===== src/hdl/dma_pkg.sv =====
// Constants, field layout and types of the four-channel transfer controller
// Function
// - Single mode: one unit per accepted request
// - Single-step: one unit, release bus, wait for the next request
// - Block mode runs to count, up to 65536
// - Unit width per channel: 8 or 16 bits
// - Block size programmable from 1 to 1024
// - Source/destination increment, decrement or fixed
// - Four channels; peripheral, pin or software trigger
// - Transfer-end interrupt when count completes
package dma_pkg;
  localparam int NUM_CH = 4;
  localparam int CH_W = 2;
  localparam int COUNT_W = 17;
  localparam int BLOCK_W = 10;
  localparam int FIFO_W = 16;
  localparam int FIFO_D = 16;
  localparam logic [4:0] BURST_MAX = 5'h10;
  // Channel register offsets within a 0x20 window; channel = paddr[6:5]
  localparam logic [4:0] OFF_CTRL = 5'h00;
  localparam logic [4:0] OFF_SRC = 5'h04;
  localparam logic [4:0] OFF_DST = 5'h08;
  localparam logic [4:0] OFF_COUNT = 5'h0c;
  localparam logic [4:0] OFF_BLOCK = 5'h10;
  localparam logic [4:0] OFF_STATUS = 5'h14;
  localparam logic [7:0] OFF_SWTRIG = 8'h80;
  localparam logic [7:0] OFF_DONE = 8'h84;
  // Control register fields
  localparam int CTL_EN = 0;
  localparam int CTL_MODE = 1;
  localparam int CTL_WIDE = 3;
  localparam int CTL_SAM = 4;
  localparam int CTL_DAM = 6;
  localparam int CTL_DIR = 8;
  localparam int CTL_TRIG = 10;
  localparam int CTL_BITS = 12;
  // Status register fields
  localparam int STS_PEND = 24;
  localparam int STS_BUSY = 25;
  localparam int STS_DONE = 26;
  localparam logic [31:0] CTL_RST = 32'h0;
  localparam logic [31:0] ADDR_RST = 32'h0;
  localparam logic [15:0] COUNT_RST = 16'h0;
  localparam logic [BLOCK_W-1:0] BLOCK_RST = 10'h0;
  localparam logic [1:0] MODE_SINGLE = 2'h0;
  localparam logic [1:0] MODE_STEP = 2'h1;
  localparam logic [1:0] MODE_BLOCK = 2'h2;
  localparam logic [1:0] AM_INC = 2'h0;
  localparam logic [1:0] AM_DEC = 2'h1;
  localparam logic [1:0] DIR_MEM_MEM = 2'h0;
  localparam logic [1:0] DIR_MEM_IO = 2'h1;
  localparam logic [1:0] DIR_IO_MEM = 2'h2;
  localparam logic [1:0] TRIG_PERIPH = 2'h0;
  localparam logic [1:0] TRIG_PIN = 2'h1;
  typedef enum logic [1:0] {
    ST_IDLE = 2'b00,
    ST_READ = 2'b01,
    ST_WRITE = 2'b10,
    ST_NEXT = 2'b11
  } eng_state_e;
endpackage


===== src/hdl/dma_transfer_controller.sv =====
// Transfer controller: staging FIFO, APB register file, channel engine
//
// The APB register port and the register addresses are this design's own decisions.
`timescale 1ns/1ps

module unit_fifo #(
  parameter int W = 16,
  parameter int D = 16
) (
  input wire logic clk,
  input wire logic rst_n,
  input wire logic in_valid,
  output logic in_ready,
  input wire logic [W-1:0] in_data,
  output logic out_valid,
  input wire logic out_ready,
  output logic [W-1:0] out_data
);
  localparam int AW = $clog2(D);
  logic [W-1:0] mem [D];
  logic [AW-1:0] wp_reg;
  logic [AW-1:0] rp_reg;
  logic [AW:0] cnt_reg;
  logic push;
  logic pop;
  assign in_ready = (cnt_reg != D[AW:0]);
  assign out_valid = (cnt_reg != '0);
  assign out_data = mem[rp_reg];
  assign push = in_valid & in_ready;
  assign pop = out_valid & out_ready;
  always_ff @(posedge clk) begin
    if (push) begin
      mem[wp_reg] <= in_data;
    end
  end
  always_ff @(posedge clk or negedge rst_n) begin
    if (!rst_n) begin
      wp_reg <= '0;
      rp_reg <= '0;
      cnt_reg <= '0;
    end else begin
      if (push) begin
        wp_reg <= wp_reg + 1'b1;
      end
      if (pop) begin
        rp_reg <= rp_reg + 1'b1;
      end
      if (push && !pop) begin
        cnt_reg <= cnt_reg + 1'b1;
      end else if (pop && !push) begin
        cnt_reg <= cnt_reg - 1'b1;
      end
    end
  end
endmodule

module dma_transfer_controller (
  input wire logic pclk,
  input wire logic presetn,
  input wire logic psel,
  input wire logic penable,
  input wire logic pwrite,
  input wire logic [7:0] paddr,
  input wire logic [31:0] pwdata,
  output logic [31:0] prdata,
  output logic pready,
  output logic pslverr,
  input wire logic [3:0] periph_req,
  input wire logic [3:0] external_transfer_request_pin,
  output logic bus_req,
  output logic bus_we,
  output logic [31:0] bus_addr,
  output logic [15:0] bus_wdata,
  output logic bus_wide,
  output logic bus_io,
  output logic bus_lock,
  input wire logic [15:0] bus_rdata,
  input wire logic bus_ack,
  output logic [3:0] tc_irq
);
  logic [dma_pkg::CTL_BITS-1:0] ctl_reg [dma_pkg::NUM_CH];
  logic [31:0] src_reg [dma_pkg::NUM_CH];
  logic [31:0] dst_reg [dma_pkg::NUM_CH];
  logic [15:0] cnt_reg [dma_pkg::NUM_CH];
  logic [dma_pkg::BLOCK_W-1:0] blk_reg [dma_pkg::NUM_CH];
  logic [dma_pkg::COUNT_W-1:0] rem_reg [dma_pkg::NUM_CH];
  logic [3:0] pend_reg;
  logic [3:0] done_reg;
  logic [3:0] pin_s1_reg;
  logic [3:0] pin_s2_reg;
  logic [3:0] pin_s3_reg;
  logic [3:0] periph_q_reg;
  logic [31:0] prdata_reg;
  logic pready_reg;
  logic pslverr_reg;
  dma_pkg::eng_state_e state_reg;
  logic [dma_pkg::CH_W-1:0] cur_reg;
  logic [4:0] rd_left_reg;
  logic [4:0] wr_left_reg;
  logic [dma_pkg::BLOCK_W:0] blk_left_reg;
  logic bus_req_reg;
  logic bus_we_reg;
  logic [31:0] bus_addr_reg;
  logic [15:0] bus_wdata_reg;
  logic bus_wide_reg;
  logic bus_io_reg;
  logic bus_lock_reg;

  logic apb_setup;
  logic apb_wr;
  logic is_ch;
  logic [dma_pkg::CH_W-1:0] ch_sel;
  logic [4:0] ch_off;
  logic hit;
  logic [31:0] rd_val;
  logic [3:0] trig_set;
  logic [3:0] elig;
  logic any_elig;
  logic [dma_pkg::CH_W-1:0] pick;
  logic take;
  logic [1:0] cur_mode;
  logic cur_wide;
  logic [1:0] cur_dir;
  logic [dma_pkg::BLOCK_W:0] cur_blk_full;
  logic rd_ack;
  logic wr_ack;
  logic issue_rd;
  logic issue_wr;
  logic fifo_in_ready;
  logic fifo_out_valid;
  logic [15:0] fifo_out_data;
  logic finish;

  function automatic logic [31:0] step_addr(input logic [31:0] a, input logic [1:0] am,
                                            input logic wide);
    logic [31:0] inc;
    inc = wide ? 32'h0000_0002 : 32'h0000_0001;
    case (am)
      dma_pkg::AM_INC: step_addr = a + inc;
      dma_pkg::AM_DEC: step_addr = a - inc;
      default: step_addr = a;
    endcase
  endfunction

  function automatic logic [4:0] burst_len(input logic [1:0] mode,
                                           input logic [dma_pkg::BLOCK_W:0] blk,
                                           input logic [dma_pkg::COUNT_W-1:0] rem);
    logic [4:0] b;
    b = dma_pkg::BURST_MAX;
    if (mode != dma_pkg::MODE_BLOCK) begin
      b = 5'h01;
    end else begin
      if (blk < {6'h00, b}) begin
        b = blk[4:0];
      end
      if (rem < {12'h000, b}) begin
        b = rem[4:0];
      end
    end
    burst_len = b;
  endfunction

  // APB decode; answer comes on the second access cycle
  assign apb_setup = psel & penable & ~pready_reg;
  assign apb_wr = psel & penable & pready_reg & pwrite & ~pslverr_reg;
  assign is_ch = ~paddr[7];
  assign ch_sel = paddr[6:5];
  assign ch_off = paddr[4:0];
  assign hit = is_ch ? (ch_off <= dma_pkg::OFF_STATUS && ch_off[1:0] == 2'h0)
                     : (paddr == dma_pkg::OFF_SWTRIG || paddr == dma_pkg::OFF_DONE);

  always_comb begin
    rd_val = 32'h0;
    if (is_ch) begin
      case (ch_off)
        dma_pkg::OFF_CTRL: rd_val = {20'h0, ctl_reg[ch_sel]};
        dma_pkg::OFF_SRC: rd_val = src_reg[ch_sel];
        dma_pkg::OFF_DST: rd_val = dst_reg[ch_sel];
        dma_pkg::OFF_COUNT: rd_val = {16'h0, cnt_reg[ch_sel]};
        dma_pkg::OFF_BLOCK: rd_val = {22'h0, blk_reg[ch_sel]};
        dma_pkg::OFF_STATUS: begin
          rd_val[dma_pkg::COUNT_W-1:0] = rem_reg[ch_sel];
          rd_val[dma_pkg::STS_PEND] = pend_reg[ch_sel];
          rd_val[dma_pkg::STS_BUSY] = (state_reg != dma_pkg::ST_IDLE) && (cur_reg == ch_sel);
          rd_val[dma_pkg::STS_DONE] = done_reg[ch_sel];
        end
        default: rd_val = 32'h0;
      endcase
    end else if (paddr == dma_pkg::OFF_DONE) begin
      rd_val = {28'h0, done_reg};
    end
  end

  always_ff @(posedge pclk or negedge presetn) begin
    if (!presetn) begin
      pready_reg <= 1'b0;
      pslverr_reg <= 1'b0;
      prdata_reg <= 32'h0;
    end else begin
      pready_reg <= apb_setup;
      pslverr_reg <= apb_setup & ~hit;
      prdata_reg <= (apb_setup && !pwrite) ? rd_val : 32'h0;
    end
  end

  // Trigger sources; the pin goes through two flops before the edge detector
  always_ff @(posedge pclk or negedge presetn) begin
    if (!presetn) begin
      pin_s1_reg <= 4'h0;
      pin_s2_reg <= 4'h0;
      pin_s3_reg <= 4'h0;
      periph_q_reg <= 4'h0;
    end else begin
      pin_s1_reg <= external_transfer_request_pin;
      pin_s2_reg <= pin_s1_reg;
      pin_s3_reg <= pin_s2_reg;
      periph_q_reg <= periph_req;
    end
  end

  always_comb begin
    for (int i = 0; i < dma_pkg::NUM_CH; i++) begin
      trig_set[i] = ctl_reg[i][dma_pkg::CTL_EN] &
        (((ctl_reg[i][dma_pkg::CTL_TRIG +: 2] == dma_pkg::TRIG_PERIPH) &
          periph_req[i] & ~periph_q_reg[i]) |
         ((ctl_reg[i][dma_pkg::CTL_TRIG +: 2] == dma_pkg::TRIG_PIN) &
          pin_s2_reg[i] & ~pin_s3_reg[i]) |
         (apb_wr & ~is_ch & (paddr == dma_pkg::OFF_SWTRIG) & pwdata[i]));
      elig[i] = ctl_reg[i][dma_pkg::CTL_EN] & pend_reg[i] & (rem_reg[i] != '0);
    end
  end

  // Lowest channel number wins
  always_comb begin
    pick = '0;
    for (int i = dma_pkg::NUM_CH - 1; i >= 0; i--) begin
      if (elig[i]) begin
        pick = i[dma_pkg::CH_W-1:0];
      end
    end
  end

  assign any_elig = |elig;
  assign take = (state_reg == dma_pkg::ST_IDLE) & any_elig;
  assign cur_mode = ctl_reg[cur_reg][dma_pkg::CTL_MODE +: 2];
  assign cur_wide = ctl_reg[cur_reg][dma_pkg::CTL_WIDE];
  assign cur_dir = ctl_reg[cur_reg][dma_pkg::CTL_DIR +: 2];
  assign cur_blk_full = {1'b0, blk_reg[cur_reg]} + 11'h001;
  assign rd_ack = (state_reg == dma_pkg::ST_READ) & bus_req_reg & bus_ack;
  assign wr_ack = (state_reg == dma_pkg::ST_WRITE) & bus_req_reg & bus_ack;
  assign finish = (state_reg == dma_pkg::ST_NEXT) & (rem_reg[cur_reg] == '0);
  assign issue_rd = (state_reg == dma_pkg::ST_READ) & ~bus_req_reg & (rd_left_reg != 5'h00) &
                    fifo_in_ready;
  assign issue_wr = (state_reg == dma_pkg::ST_WRITE) & ~bus_req_reg & (wr_left_reg != 5'h00) &
                    fifo_out_valid;

  // A new trigger in the cycle a request is taken stays pending
  always_ff @(posedge pclk or negedge presetn) begin
    if (!presetn) begin
      pend_reg <= 4'h0;
    end else begin
      for (int i = 0; i < dma_pkg::NUM_CH; i++) begin
        pend_reg[i] <= trig_set[i] | (pend_reg[i] & ~(take && pick == i[dma_pkg::CH_W-1:0]));
      end
    end
  end

  // Completion flag: set beats write-one-to-clear
  always_ff @(posedge pclk or negedge presetn) begin
    if (!presetn) begin
      done_reg <= 4'h0;
    end else begin
      for (int i = 0; i < dma_pkg::NUM_CH; i++) begin
        done_reg[i] <= (finish && cur_reg == i[dma_pkg::CH_W-1:0]) |
          (done_reg[i] & ~(apb_wr & ~is_ch & (paddr == dma_pkg::OFF_DONE) & pwdata[i]));
      end
    end
  end

  // Configuration registers
  always_ff @(posedge pclk or negedge presetn) begin
    if (!presetn) begin
      for (int i = 0; i < dma_pkg::NUM_CH; i++) begin
        ctl_reg[i] <= dma_pkg::CTL_RST[dma_pkg::CTL_BITS-1:0];
        cnt_reg[i] <= dma_pkg::COUNT_RST;
        blk_reg[i] <= dma_pkg::BLOCK_RST;
      end
    end else if (apb_wr && is_ch) begin
      case (ch_off)
        dma_pkg::OFF_CTRL: ctl_reg[ch_sel] <= pwdata[dma_pkg::CTL_BITS-1:0];
        dma_pkg::OFF_COUNT: cnt_reg[ch_sel] <= pwdata[15:0];
        dma_pkg::OFF_BLOCK: blk_reg[ch_sel] <= pwdata[dma_pkg::BLOCK_W-1:0];
        default: ;
      endcase
    end
  end

  // Live addresses and remaining count; engine updates land after software writes
  always_ff @(posedge pclk or negedge presetn) begin
    if (!presetn) begin
      for (int i = 0; i < dma_pkg::NUM_CH; i++) begin
        src_reg[i] <= dma_pkg::ADDR_RST;
        dst_reg[i] <= dma_pkg::ADDR_RST;
        rem_reg[i] <= '0;
      end
    end else begin
      if (apb_wr && is_ch && ch_off == dma_pkg::OFF_SRC) begin
        src_reg[ch_sel] <= pwdata;
      end
      if (apb_wr && is_ch && ch_off == dma_pkg::OFF_DST) begin
        dst_reg[ch_sel] <= pwdata;
      end
      if (apb_wr && is_ch && ch_off == dma_pkg::OFF_COUNT) begin
        rem_reg[ch_sel] <= {1'b0, pwdata[15:0]} + 17'h00001;
      end
      if (rd_ack) begin
        src_reg[cur_reg] <= step_addr(src_reg[cur_reg],
                                      ctl_reg[cur_reg][dma_pkg::CTL_SAM +: 2], cur_wide);
      end
      if (wr_ack) begin
        dst_reg[cur_reg] <= step_addr(dst_reg[cur_reg],
                                      ctl_reg[cur_reg][dma_pkg::CTL_DAM +: 2], cur_wide);
        rem_reg[cur_reg] <= rem_reg[cur_reg] - 17'h00001;
      end
    end
  end

  // Channel engine: bursts fill the FIFO, then drain it
  always_ff @(posedge pclk or negedge presetn) begin
    if (!presetn) begin
      state_reg <= dma_pkg::ST_IDLE;
      cur_reg <= '0;
      rd_left_reg <= 5'h00;
      wr_left_reg <= 5'h00;
      blk_left_reg <= '0;
    end else begin
      case (state_reg)
        dma_pkg::ST_IDLE: begin
          if (any_elig) begin
            cur_reg <= pick;
            blk_left_reg <= {1'b0, blk_reg[pick]} + 11'h001;
            rd_left_reg <= burst_len(ctl_reg[pick][dma_pkg::CTL_MODE +: 2],
                                     {1'b0, blk_reg[pick]} + 11'h001, rem_reg[pick]);
            wr_left_reg <= burst_len(ctl_reg[pick][dma_pkg::CTL_MODE +: 2],
                                     {1'b0, blk_reg[pick]} + 11'h001, rem_reg[pick]);
            state_reg <= dma_pkg::ST_READ;
          end
        end
        dma_pkg::ST_READ: begin
          if (rd_ack) begin
            rd_left_reg <= rd_left_reg - 5'h01;
            if (rd_left_reg == 5'h01) begin
              state_reg <= dma_pkg::ST_WRITE;
            end
          end
        end
        dma_pkg::ST_WRITE: begin
          if (wr_ack) begin
            wr_left_reg <= wr_left_reg - 5'h01;
            blk_left_reg <= blk_left_reg - 11'h001;
            if (wr_left_reg == 5'h01) begin
              state_reg <= dma_pkg::ST_NEXT;
            end
          end
        end
        dma_pkg::ST_NEXT: begin
          if (finish || cur_mode != dma_pkg::MODE_BLOCK) begin
            state_reg <= dma_pkg::ST_IDLE;
          end else if (blk_left_reg == '0) begin
            blk_left_reg <= cur_blk_full;
            rd_left_reg <= burst_len(cur_mode, cur_blk_full, rem_reg[cur_reg]);
            wr_left_reg <= burst_len(cur_mode, cur_blk_full, rem_reg[cur_reg]);
            state_reg <= dma_pkg::ST_READ;
          end else begin
            rd_left_reg <= burst_len(cur_mode, blk_left_reg, rem_reg[cur_reg]);
            wr_left_reg <= burst_len(cur_mode, blk_left_reg, rem_reg[cur_reg]);
            state_reg <= dma_pkg::ST_READ;
          end
        end
        default: state_reg <= dma_pkg::ST_IDLE;
      endcase
    end
  end

  // System bus master; one access outstanding, request held until ack
  always_ff @(posedge pclk or negedge presetn) begin
    if (!presetn) begin
      bus_req_reg <= 1'b0;
      bus_we_reg <= 1'b0;
      bus_addr_reg <= 32'h0;
      bus_wdata_reg <= 16'h0;
      bus_wide_reg <= 1'b0;
      bus_io_reg <= 1'b0;
    end else if (bus_req_reg) begin
      if (bus_ack) begin
        bus_req_reg <= 1'b0;
      end
    end else if (issue_rd) begin
      bus_req_reg <= 1'b1;
      bus_we_reg <= 1'b0;
      bus_addr_reg <= src_reg[cur_reg];
      bus_wide_reg <= cur_wide;
      bus_io_reg <= (cur_dir == dma_pkg::DIR_IO_MEM);
    end else if (issue_wr) begin
      bus_req_reg <= 1'b1;
      bus_we_reg <= 1'b1;
      bus_addr_reg <= dst_reg[cur_reg];
      bus_wdata_reg <= cur_wide ? fifo_out_data : {8'h00, fifo_out_data[7:0]};
      bus_wide_reg <= cur_wide;
      bus_io_reg <= (cur_dir == dma_pkg::DIR_MEM_IO);
    end
  end

  // Step mode never holds the bus between units
  always_ff @(posedge pclk or negedge presetn) begin
    if (!presetn) begin
      bus_lock_reg <= 1'b0;
    end else begin
      bus_lock_reg <= (state_reg == dma_pkg::ST_READ || state_reg == dma_pkg::ST_WRITE) &&
                      cur_mode != dma_pkg::MODE_STEP;
    end
  end

  unit_fifo #(.W(dma_pkg::FIFO_W), .D(dma_pkg::FIFO_D)) u_fifo (
    .clk(pclk),
    .rst_n(presetn),
    .in_valid(rd_ack),
    .in_ready(fifo_in_ready),
    .in_data(bus_rdata),
    .out_valid(fifo_out_valid),
    .out_ready(issue_wr),
    .out_data(fifo_out_data)
  );

  assign prdata = prdata_reg;
  assign pready = pready_reg;
  assign pslverr = pslverr_reg;
  assign bus_req = bus_req_reg;
  assign bus_we = bus_we_reg;
  assign bus_addr = bus_addr_reg;
  assign bus_wdata = bus_wdata_reg;
  assign bus_wide = bus_wide_reg;
  assign bus_io = bus_io_reg;
  assign bus_lock = bus_lock_reg;
  assign tc_irq = done_reg;
endmodule


===== config.mk =====
export PLATFORM = sky130hd
export DESIGN_NAME = dma_transfer_controller
export DESIGN_NICKNAME = d
export VERILOG_FILES = /design/src/hdl/dma_pkg.sv /design/src/hdl/dma_transfer_controller.sv
export SDC_FILE = /design/constraint.sdc
export NUM_CORES = 2
export LEC_CHECK = 0
export BUFFER_PORTS_ARGS = -buffer_cell sky130_fd_sc_hd__buf_4
export CAP_MARGIN = 0
export CORE_AREA = 2 2 575 291
export DETAILED_ROUTE_END_ITERATION = 12
export DIE_AREA = 0 0 577 293
export HOLD_SLACK_MARGIN = 0.1
export PLACE_DENSITY_LB_ADDON = 0.1
export SLEW_MARGIN = 5
export SYNTH_ARGS = -nofsm -noshare
export SYNTH_HDL_FRONTEND = slang
export SYNTH_SLANG_ARGS = --single-unit

===== constraint.sdc =====
create_clock -name pclk -period 7.82 [get_ports pclk]
set_input_delay 0.782 -clock pclk [delete_from_list [all_inputs] [get_ports pclk]]
set_output_delay 0.782 -clock pclk [all_outputs]
set_load 0.01 [all_outputs]

# [Word level (Yosys, flattened, before mapping)]
# Memory sizes are Yosys's and may differ from the RTL's.
# Cells that the tools add are included.
[op_classes] bitwise=108 mux=148 eq_ne=38 n_lt_le_gt_ge=13 n_reduce_logical=62 n_addsub=15
[op_table] cell="$bwmux W128" count=4
[op_table] cell="$mux W128" count=4
[op_table] cell="$mux W32" count=16
[op_table] cell="$bmux W32 S2" count=4
[op_table] cell="$bwmux W68" count=2
[op_table] cell="$mux W17" count=8
[op_table] cell="$mux W68" count=2
[op_table] cell="$mux W5" count=27
[op_table] cell="$demux W32 S2" count=2
[op_table] cell="$pmux W32 S2" count=2
[op_table] cell="$bmux W17 S2" count=3
[op_table] cell="$pmux W17 S6" count=1
[op_table] cell="$mux W10" count=9
[op_table] cell="$bmux W12 S2" count=3
[op_table] cell="$demux W17 S2" count=2
[op_table] cell="$reduce_bool A17 Y1" count=4
[op_table] cell="$and A1 B1 Y1" count=67
[op_table] cell="$bwmux W64" count=1
[op_table] cell="$mux W16" count=4
[op_table] cell="$bmux W10 S2" count=3
[op_table] cell="$lt A17 B5 Y1" count=3
[op_table] cell="$bwmux W48" count=1
[op_table] cell="$mux W11" count=4
[op_table] cell="$bwmux W40" count=1
[op_table] cell="other kinds (61)" count=207
[totals] reg_bits=625 ramBits=256 elab_cells=433 memories=1
[mem_list] memory="u_fifo.mem" depth=16 word_bits=16 read_ports=1 rd_clocked_by_memory_dff=0 write_ports=1 line_no="dma_transfer_controller.sv:20" rtl="logic [W-1:0] mem [D];"

# [Depth between registers and ports, before layout]
[depth] ltp_word=21 ltp_mapped=29 mapped_depth_nobuf=26

# [Hierarchy]
# From an unflattened synthesis, not the netlist that was laid out.
[hier_totals] hier_cells=4503 area_unflattened_um2=49896.6
[by_module_without_submodules] mod="dma_transfer_controller" cells_each=3955 area_each_um2=39031.2 seq_area_each_um2=15314.7 n_inst=1
[by_module_without_submodules] mod="unit_fifo" cells_each=548 area_each_um2=10865.4 seq_area_each_um2=8012.7 n_inst=1

# [Least setup slack after synthesis]
# No wires, ideal clock.
[synth_timing] path_type="register -> register" startpoint="reg cur_reg[0] (netlist name)" endpoint="reg src_reg[127] (netlist name)" slack_ns=0.961 n_path_buf=6 synth_period_minus_slack_ns=6.859 setup_time_ns=0.137 t_arrival_ns=6.722 stages_incl_launch_ff=25 cell_sequence="dfrtp_1 buf_2 buf_2 buf_2 buf_1 mux4_2 clkbuf_1 clkbuf_1 nor2b_1 nand2_1 inv_1 ha_1 nor2b_1 o21a_1 o21ai_0 a21oi_1 o211a_1 o21ai_0 a311oi_1 a2111oi_0 o21ai_0 xnor2_1 nor2_1 xnor2_1 a21oi_1"
[synth_between] elab_chain_cells=10 word_cells_on_any_way=21 classes_between="add/sub (2); order compare (2); eq/ne (1); mux (13); bitwise (1); reduce/logical (2)"
[synth_rtl] element="start: declaration" line_no="dma_transfer_controller.sv:97" rtl="logic [dma_pkg::CH_W-1:0] cur_reg;"
[synth_rtl] element="start signal: assignment" line_no="dma_transfer_controller.sv:340" rtl="cur_reg <= pick;"
[synth_rtl] element="$not A2 Y3 (implied by the code) (*)" line_no="dma_transfer_controller.sv:246, dma_transfer_controller.sv:317, dma_transfer_controller.sv:318"
[synth_rtl] element="$bmux W12 S2" line_no="dma_transfer_controller.sv:246, dma_transfer_controller.sv:318"
[synth_rtl] element="$mux W10 (2 in series)"
[synth_rtl] element="$mux W2" line_no="dma_transfer_controller.sv:137" rtl="inc = wide ? 32'h0000_0002 : 32'h0000_0001;"
[synth_rtl] element="$sub A32 B32 Y32 / $add A32 B32 Y32 (equally long branches)" line_no="dma_transfer_controller.sv:140, dma_transfer_controller.sv:139"
[synth_rtl] element="$pmux W32 S2" line_no="dma_transfer_controller.sv:138" rtl="case (am)"
[synth_rtl] element="$mux W32" line_no="dma_transfer_controller.sv:316" rtl="if (rd_ack) begin"
[synth_rtl] element="$bwmux W128 (*)" line_no="dma_transfer_controller.sv:317" rtl="src_reg[cur_reg] <= step_addr(src_reg[cur_reg],"
[synth_rtl] element="$mux W128 (*)" line_no="dma_transfer_controller.sv:316"
[synth_rtl] element="end signal: indexed assignment" line_no="dma_transfer_controller.sv:302" rtl="src_reg[i] <= dma_pkg::ADDR_RST;"
[synth_rtl] element="end signal: indexed assignment" line_no="dma_transfer_controller.sv:308" rtl="src_reg[ch_sel] <= pwdata;"
[synth_rtl] element="end signal: indexed assignment" line_no="dma_transfer_controller.sv:317"
[synth_rtl] element="end: declaration" line_no="dma_transfer_controller.sv:82" rtl="logic [31:0] src_reg [dma_pkg::NUM_CH];"
# Every way passes the cells marked *; elsewhere a longest branch is shown, timed or not. The select of a mux whose other input is x is not followed.
# A chain may end at the register's enable or synchronous reset.

# [Worst setup path in the final report]
[layout_timing] startpoint="reg rem_reg[43] (netlist name)" endpoint="reg wr_left_reg[1]"
[layout_between] elab_chain_cells=19 word_cells_on_any_way=44 classes_between="add/sub (1); order compare (4); eq/ne (3); mux (28); bitwise (3); reduce/logical (5)"
[layout_rtl] element="start: declaration" line_no="dma_transfer_controller.sv:86" rtl="logic [dma_pkg::COUNT_W-1:0] rem_reg [dma_pkg::NUM_CH];"
[layout_rtl] element="start signal: indexed assignment" line_no="dma_transfer_controller.sv:314" rtl="rem_reg[ch_sel] <= {1'b0, pwdata[15:0]} + 17'h00001;"
[layout_rtl] element="start signal: indexed assignment" line_no="dma_transfer_controller.sv:323" rtl="rem_reg[cur_reg] <= rem_reg[cur_reg] - 17'h00001;"
[layout_rtl] element="$reduce_bool A17 Y1" line_no="dma_transfer_controller.sv:229" rtl="elig[i] = ctl_reg[i][dma_pkg::CTL_EN] & pend_reg[i] & (rem_reg[i] != '0);"
[layout_rtl] element="$and A1 B1 Y1" line_no="dma_transfer_controller.sv:229"
[layout_rtl] element="$mux W2 (2 in series)" line_no="dma_transfer_controller.sv:237" rtl="if (elig[i]) begin"
[layout_rtl] element="$not A2 Y3 (implied by the code)" line_no="dma_transfer_controller.sv:344, dma_transfer_controller.sv:345"
[layout_rtl] element="$bmux W10 S2" line_no="dma_transfer_controller.sv:345" rtl="{1'b0, blk_reg[pick]} + 11'h001, rem_reg[pick]);"
[layout_rtl] element="$mux W10 (implied by the code) (2 in series)" line_no="dma_transfer_controller.sv:345"
[layout_rtl] element="$add A10 B1 Y11" line_no="dma_transfer_controller.sv:345"
[layout_rtl] element="$lt A11 B5 Y1" line_no="dma_transfer_controller.sv:153" rtl="if (blk < {6'h00, b}) begin"
[layout_rtl] element="$mux W5" line_no="dma_transfer_controller.sv:153"
[layout_rtl] element="$mux W5" line_no="dma_transfer_controller.sv:150" rtl="if (mode != dma_pkg::MODE_BLOCK) begin"
[layout_rtl] element="$mux W5" line_no="dma_transfer_controller.sv:339" rtl="if (any_elig) begin"
[layout_rtl] element="$mux W5" line_no="dma_transfer_controller.sv:337" rtl="case (state_reg)"
[layout_rtl] element="$lt A17 B5 Y1" line_no="dma_transfer_controller.sv:156" rtl="if (rem < {12'h000, b}) begin"
[layout_rtl] element="$mux W5" line_no="dma_transfer_controller.sv:156"
[layout_rtl] element="$mux W5" line_no="dma_transfer_controller.sv:150"
[layout_rtl] element="$mux W5" line_no="dma_transfer_controller.sv:339"
[layout_rtl] element="$pmux W5 S3" line_no="dma_transfer_controller.sv:337"
[layout_rtl] element="end signal: assignment" line_no="dma_transfer_controller.sv:344" rtl="wr_left_reg <= burst_len(ctl_reg[pick][dma_pkg::CTL_MODE +: 2],"
[layout_rtl] element="end signal: assignment" line_no="dma_transfer_controller.sv:359" rtl="wr_left_reg <= wr_left_reg - 5'h01;"
[layout_rtl] element="end signal: assignment" line_no="dma_transfer_controller.sv:372" rtl="wr_left_reg <= burst_len(cur_mode, cur_blk_full, rem_reg[cur_reg]);"
[layout_rtl] element="end: declaration" line_no="dma_transfer_controller.sv:99" rtl="logic [4:0] wr_left_reg;"
# Parallel ways exist; a longest one is shown, timed or not. The select of a mux whose other input is x is not followed.

==> impl_metrics.env <==
export IMPL_p_seq_share_pct=39.8
export IMPL_num_rows=105
export IMPL_worst_path_max_fanout=16
export IMPL_clkTransAtPathRegs_ns=0.07
export IMPL_synth_nets=4511
export IMPL_firstDrtPassIters=8
export IMPL_setup_worst_path_start="rem_reg[43]"
export IMPL_ys_types=86
export IMPL_vdd_drop_max_v=0.000165
export IMPL_rr_startpoint="rem_reg[43]"
export IMPL_nFillCells=16200
export IMPL_p_leak_nw=24.0
export IMPL_wire_per_inst_um=28.2
export IMPL_globalRouteTotalUtil_pct=22.0
export IMPL_slew_violations=0
export IMPL_hold_slack_ns=0.0845
export IMPL_die_width_um=577
export IMPL_wl_um=188000
export IMPL_largest_reg_flops=256
export IMPL_cts_resized=0
export IMPL_synth_area_leader_cell="dfrtp_1"
export IMPL_min_period_ns=6.87
export IMPL_setup_viol=0
export IMPL_hold_path_class="in2async"
export IMPL_num_vias=36300
export IMPL_rsz0062_at_grt="no"
export IMPL_finish_instance_area_um2=55900
export IMPL_path_buf_inv=1
export IMPL_endpoint_kind="register"
export IMPL_fin_skew_ns=0.0355
export IMPL_period_share_pct=87.8
export IMPL_syn2layout_area_growth_pct=14.3
export IMPL_cpLargestDelayFamily="compound AO/OA/AOI/OAI gates"
export IMPL_synth_async_reset_ratio_pct=70.9
export IMPL_initial_utilization_pct=29.9
export IMPL_netlist_area_um2=48900
export IMPL_synth_seq_cells=881
export IMPL_grt_ovfl_total=0
export IMPL_cts_root_buf="clkbuf_16"
export IMPL_placed_area_um2=52700
export IMPL_postSynthAreaPerCell_um2=11.3
export IMPL_drcViolationCount=0
export IMPL_portBuffers=160
export IMPL_coreArea_um2=164000
export IMPL_avgViaCountPerCell=5.45
export IMPL_drt_iter0_markers=3195
export IMPL_yosysSeqAreaShare_pct=47.7
export IMPL_cts_tree="done"
export IMPL_r2r_setup_slack_ns=0.95
export IMPL_critPathArrivalTime_ns=7.40
export IMPL_synth_top_area_share_pct=32.0
export IMPL_gp_congestion=0.874
export IMPL_fin_util_pct=34.2
export IMPL_ys_warn_count=0
export IMPL_syn_inst=4342
export IMPL_ioPinCount=161
export IMPL_synth_edff_count=256
export IMPL_slowest_delay_ns=0.57
export IMPL_ys_flop_type="dfrtp_1"
export IMPL_crit_path_start_kind="register"
export IMPL_grt_start_max_net_pins=144
export IMPL_antenna_found_initial=10
export IMPL_powerDensity_nw_per_um2=237
export IMPL_htree_levels=3
export IMPL_report_power_total_mw=13.2
export IMPL_die_area_um2=169000
export IMPL_place_hpwl_um=124000
export IMPL_hold_viol=0
export IMPL_tns_ns=0
export IMPL_p_clk_share_pct=36.5
export IMPL_switching_share_pct=32.5
export IMPL_grt_pass1_vias=36400
export IMPL_ant_nets=0
export IMPL_clock_latency_ns=0.70
export IMPL_p_comb_share_pct=23.8
export IMPL_post_cts_buffers=0
export IMPL_slew_headroom_pct=26.7
export IMPL_cts_made_buffers=91
export IMPL_clock_path_buffers=3
export IMPL_p_sw_mw=4.31
export IMPL_clock_sinks=881
export IMPL_max_cap_viol_count=0
export IMPL_postCtsHoldBufs=0
export IMPL_ys_top_cells_by_area="dfrtp_1 (32%), edfxtp_1 (16%), mux4_2 (14%)"
export IMPL_cp_required_ns=8.35
export IMPL_fmaxAchievable_ghz=0.146
export IMPL_p_int_mw=8.94
export IMPL_critPathKind="reg2reg"
export IMPL_status="completed"
export IMPL_drive_gt1_share_pct=20.3
export IMPL_nNetsFinal=4563
export IMPL_worst_pin_slew_ns=1.09
export IMPL_cp_slowest_cell="or4_1"
export IMPL_grt_pass1_wl_um=271000
export IMPL_dieHeight_um=293
==> layout by cell type (no fill, tap or decap), types with 72 or more instances in the layout <==
master / count
mux2_2: 157
mux4_2: 295
mux2i_1: 243
nor2_1: 223
clkbuf_16: 91
nand2_1: 725
o21ai_0: 446
inv_1: 72
ha_1: 96
a21oi_1: 167
buf_4: 253
dfrtp_1: 621
edfxtp_1: 256
==> layer usage <==
layer / vias up / global-route usage (%) / wire, um
met2: 1020 / 36.5 / 89200
met1: 18900 / 29.7 / 83000
li1: 16200 / - / -
met5: - / 0 / 65
met3: 262 / 3.91 / 10300
met4: 12 / 5.84 / 5160
==> path summary, 6_finish.rpt <==
kind                                  end  depth (start not counted)
min reg2reg                 pin_s2_reg[3]                          0
min                         bus_wdata[11]                          1
max                        wr_left_reg[1]                         27
min in group pclk           pin_s1_reg[1]                          1
max in group asynchronous      cur_reg[1]                          2
max reg2reg                wr_left_reg[1]                         27
==> cell usage after synthesis (all sizes together) (7+ instances only) <==
cell type / instances
dfrtp: 625
a22o: 8
a21o: 38
edfxtp: 256
and2: 29
o22ai: 18
mux4: 301
or4: 9
nand2b: 15
mux2: 157
nor3: 48
nor2b: 19
o21ai: 447
xor2: 53
o21bai: 7
buf: 74
o211ai: 63
nor2: 232
or2: 7
nand3b: 7
clkbuf: 229
or3: 16
nor4: 26
a221oi: 9
a22oi: 23
nand3: 55
nand4: 11
mux2i: 243
o21a: 16
inv: 72
nor3b: 8
ha: 96
xnor2: 57
o22a: 8
o31ai: 17
a31oi: 16
a21boi: 10
and3: 25
a211oi: 13
nand2: 732
a21oi: 167
==> through the flow <==
step | setup WS (ns) | instances
after floorplan | 0.961 | 4342
after global placement | 0.909 | 6494
after detailed placement | 0.988 | 6494
after CTS | 0.965 | 6660
after global routing | 0.472 | 6662
final | 0.953 | 6664
==> kinds of logic (layout without fill, tap and decap cells) <==
group | count (synthesis) | in the layout | share of synthesized area (%)
AND/OR/NAND/NOR | 1253 | 1253 | 11.1
buffers and inverters | 375 | 500 | 2.94
multiplexers | 701 | 701 | 22.5
other | 0 | 4 | 0
AO/OA/AOI/OAI | 923 | 923 | 11.3
XOR/XNOR | 110 | 110 | 1.97
adder cells (fa/ha/maj) | 99 | 99 | 2.58
flip-flops | 881 | 881 | 47.7
==> power groups by stage <==
stage,sequential [mW],clock (mW),combinational (mW)
2_1_floorplan,5.24,0,2.03
3_3_place_gp,5.35,0,3.16
3_5_place_dp,5.36,0,3.16
4_1_cts,5.27,4.95,3.18
5_1_grt,5.30,5.14,3.42
6_report,5.27,4.83,3.15
==> final cells by class <==
cell class	count	area (um^2)	area share (%)
Multi-Input combinational cell	3086	24300	43.4
Sequential cell	881	23300	41.8
Tap cell	2193	2740	4.91
Clock buffer	124	2540	4.55
Timing Repair Buffer	262	2060	3.69
Clock inverter	42	652	1.17
Inverter	72	270	0.484
Antenna cell	4	10.0	0.0179
No activity file was read; power rests on OpenSTA's default activity.
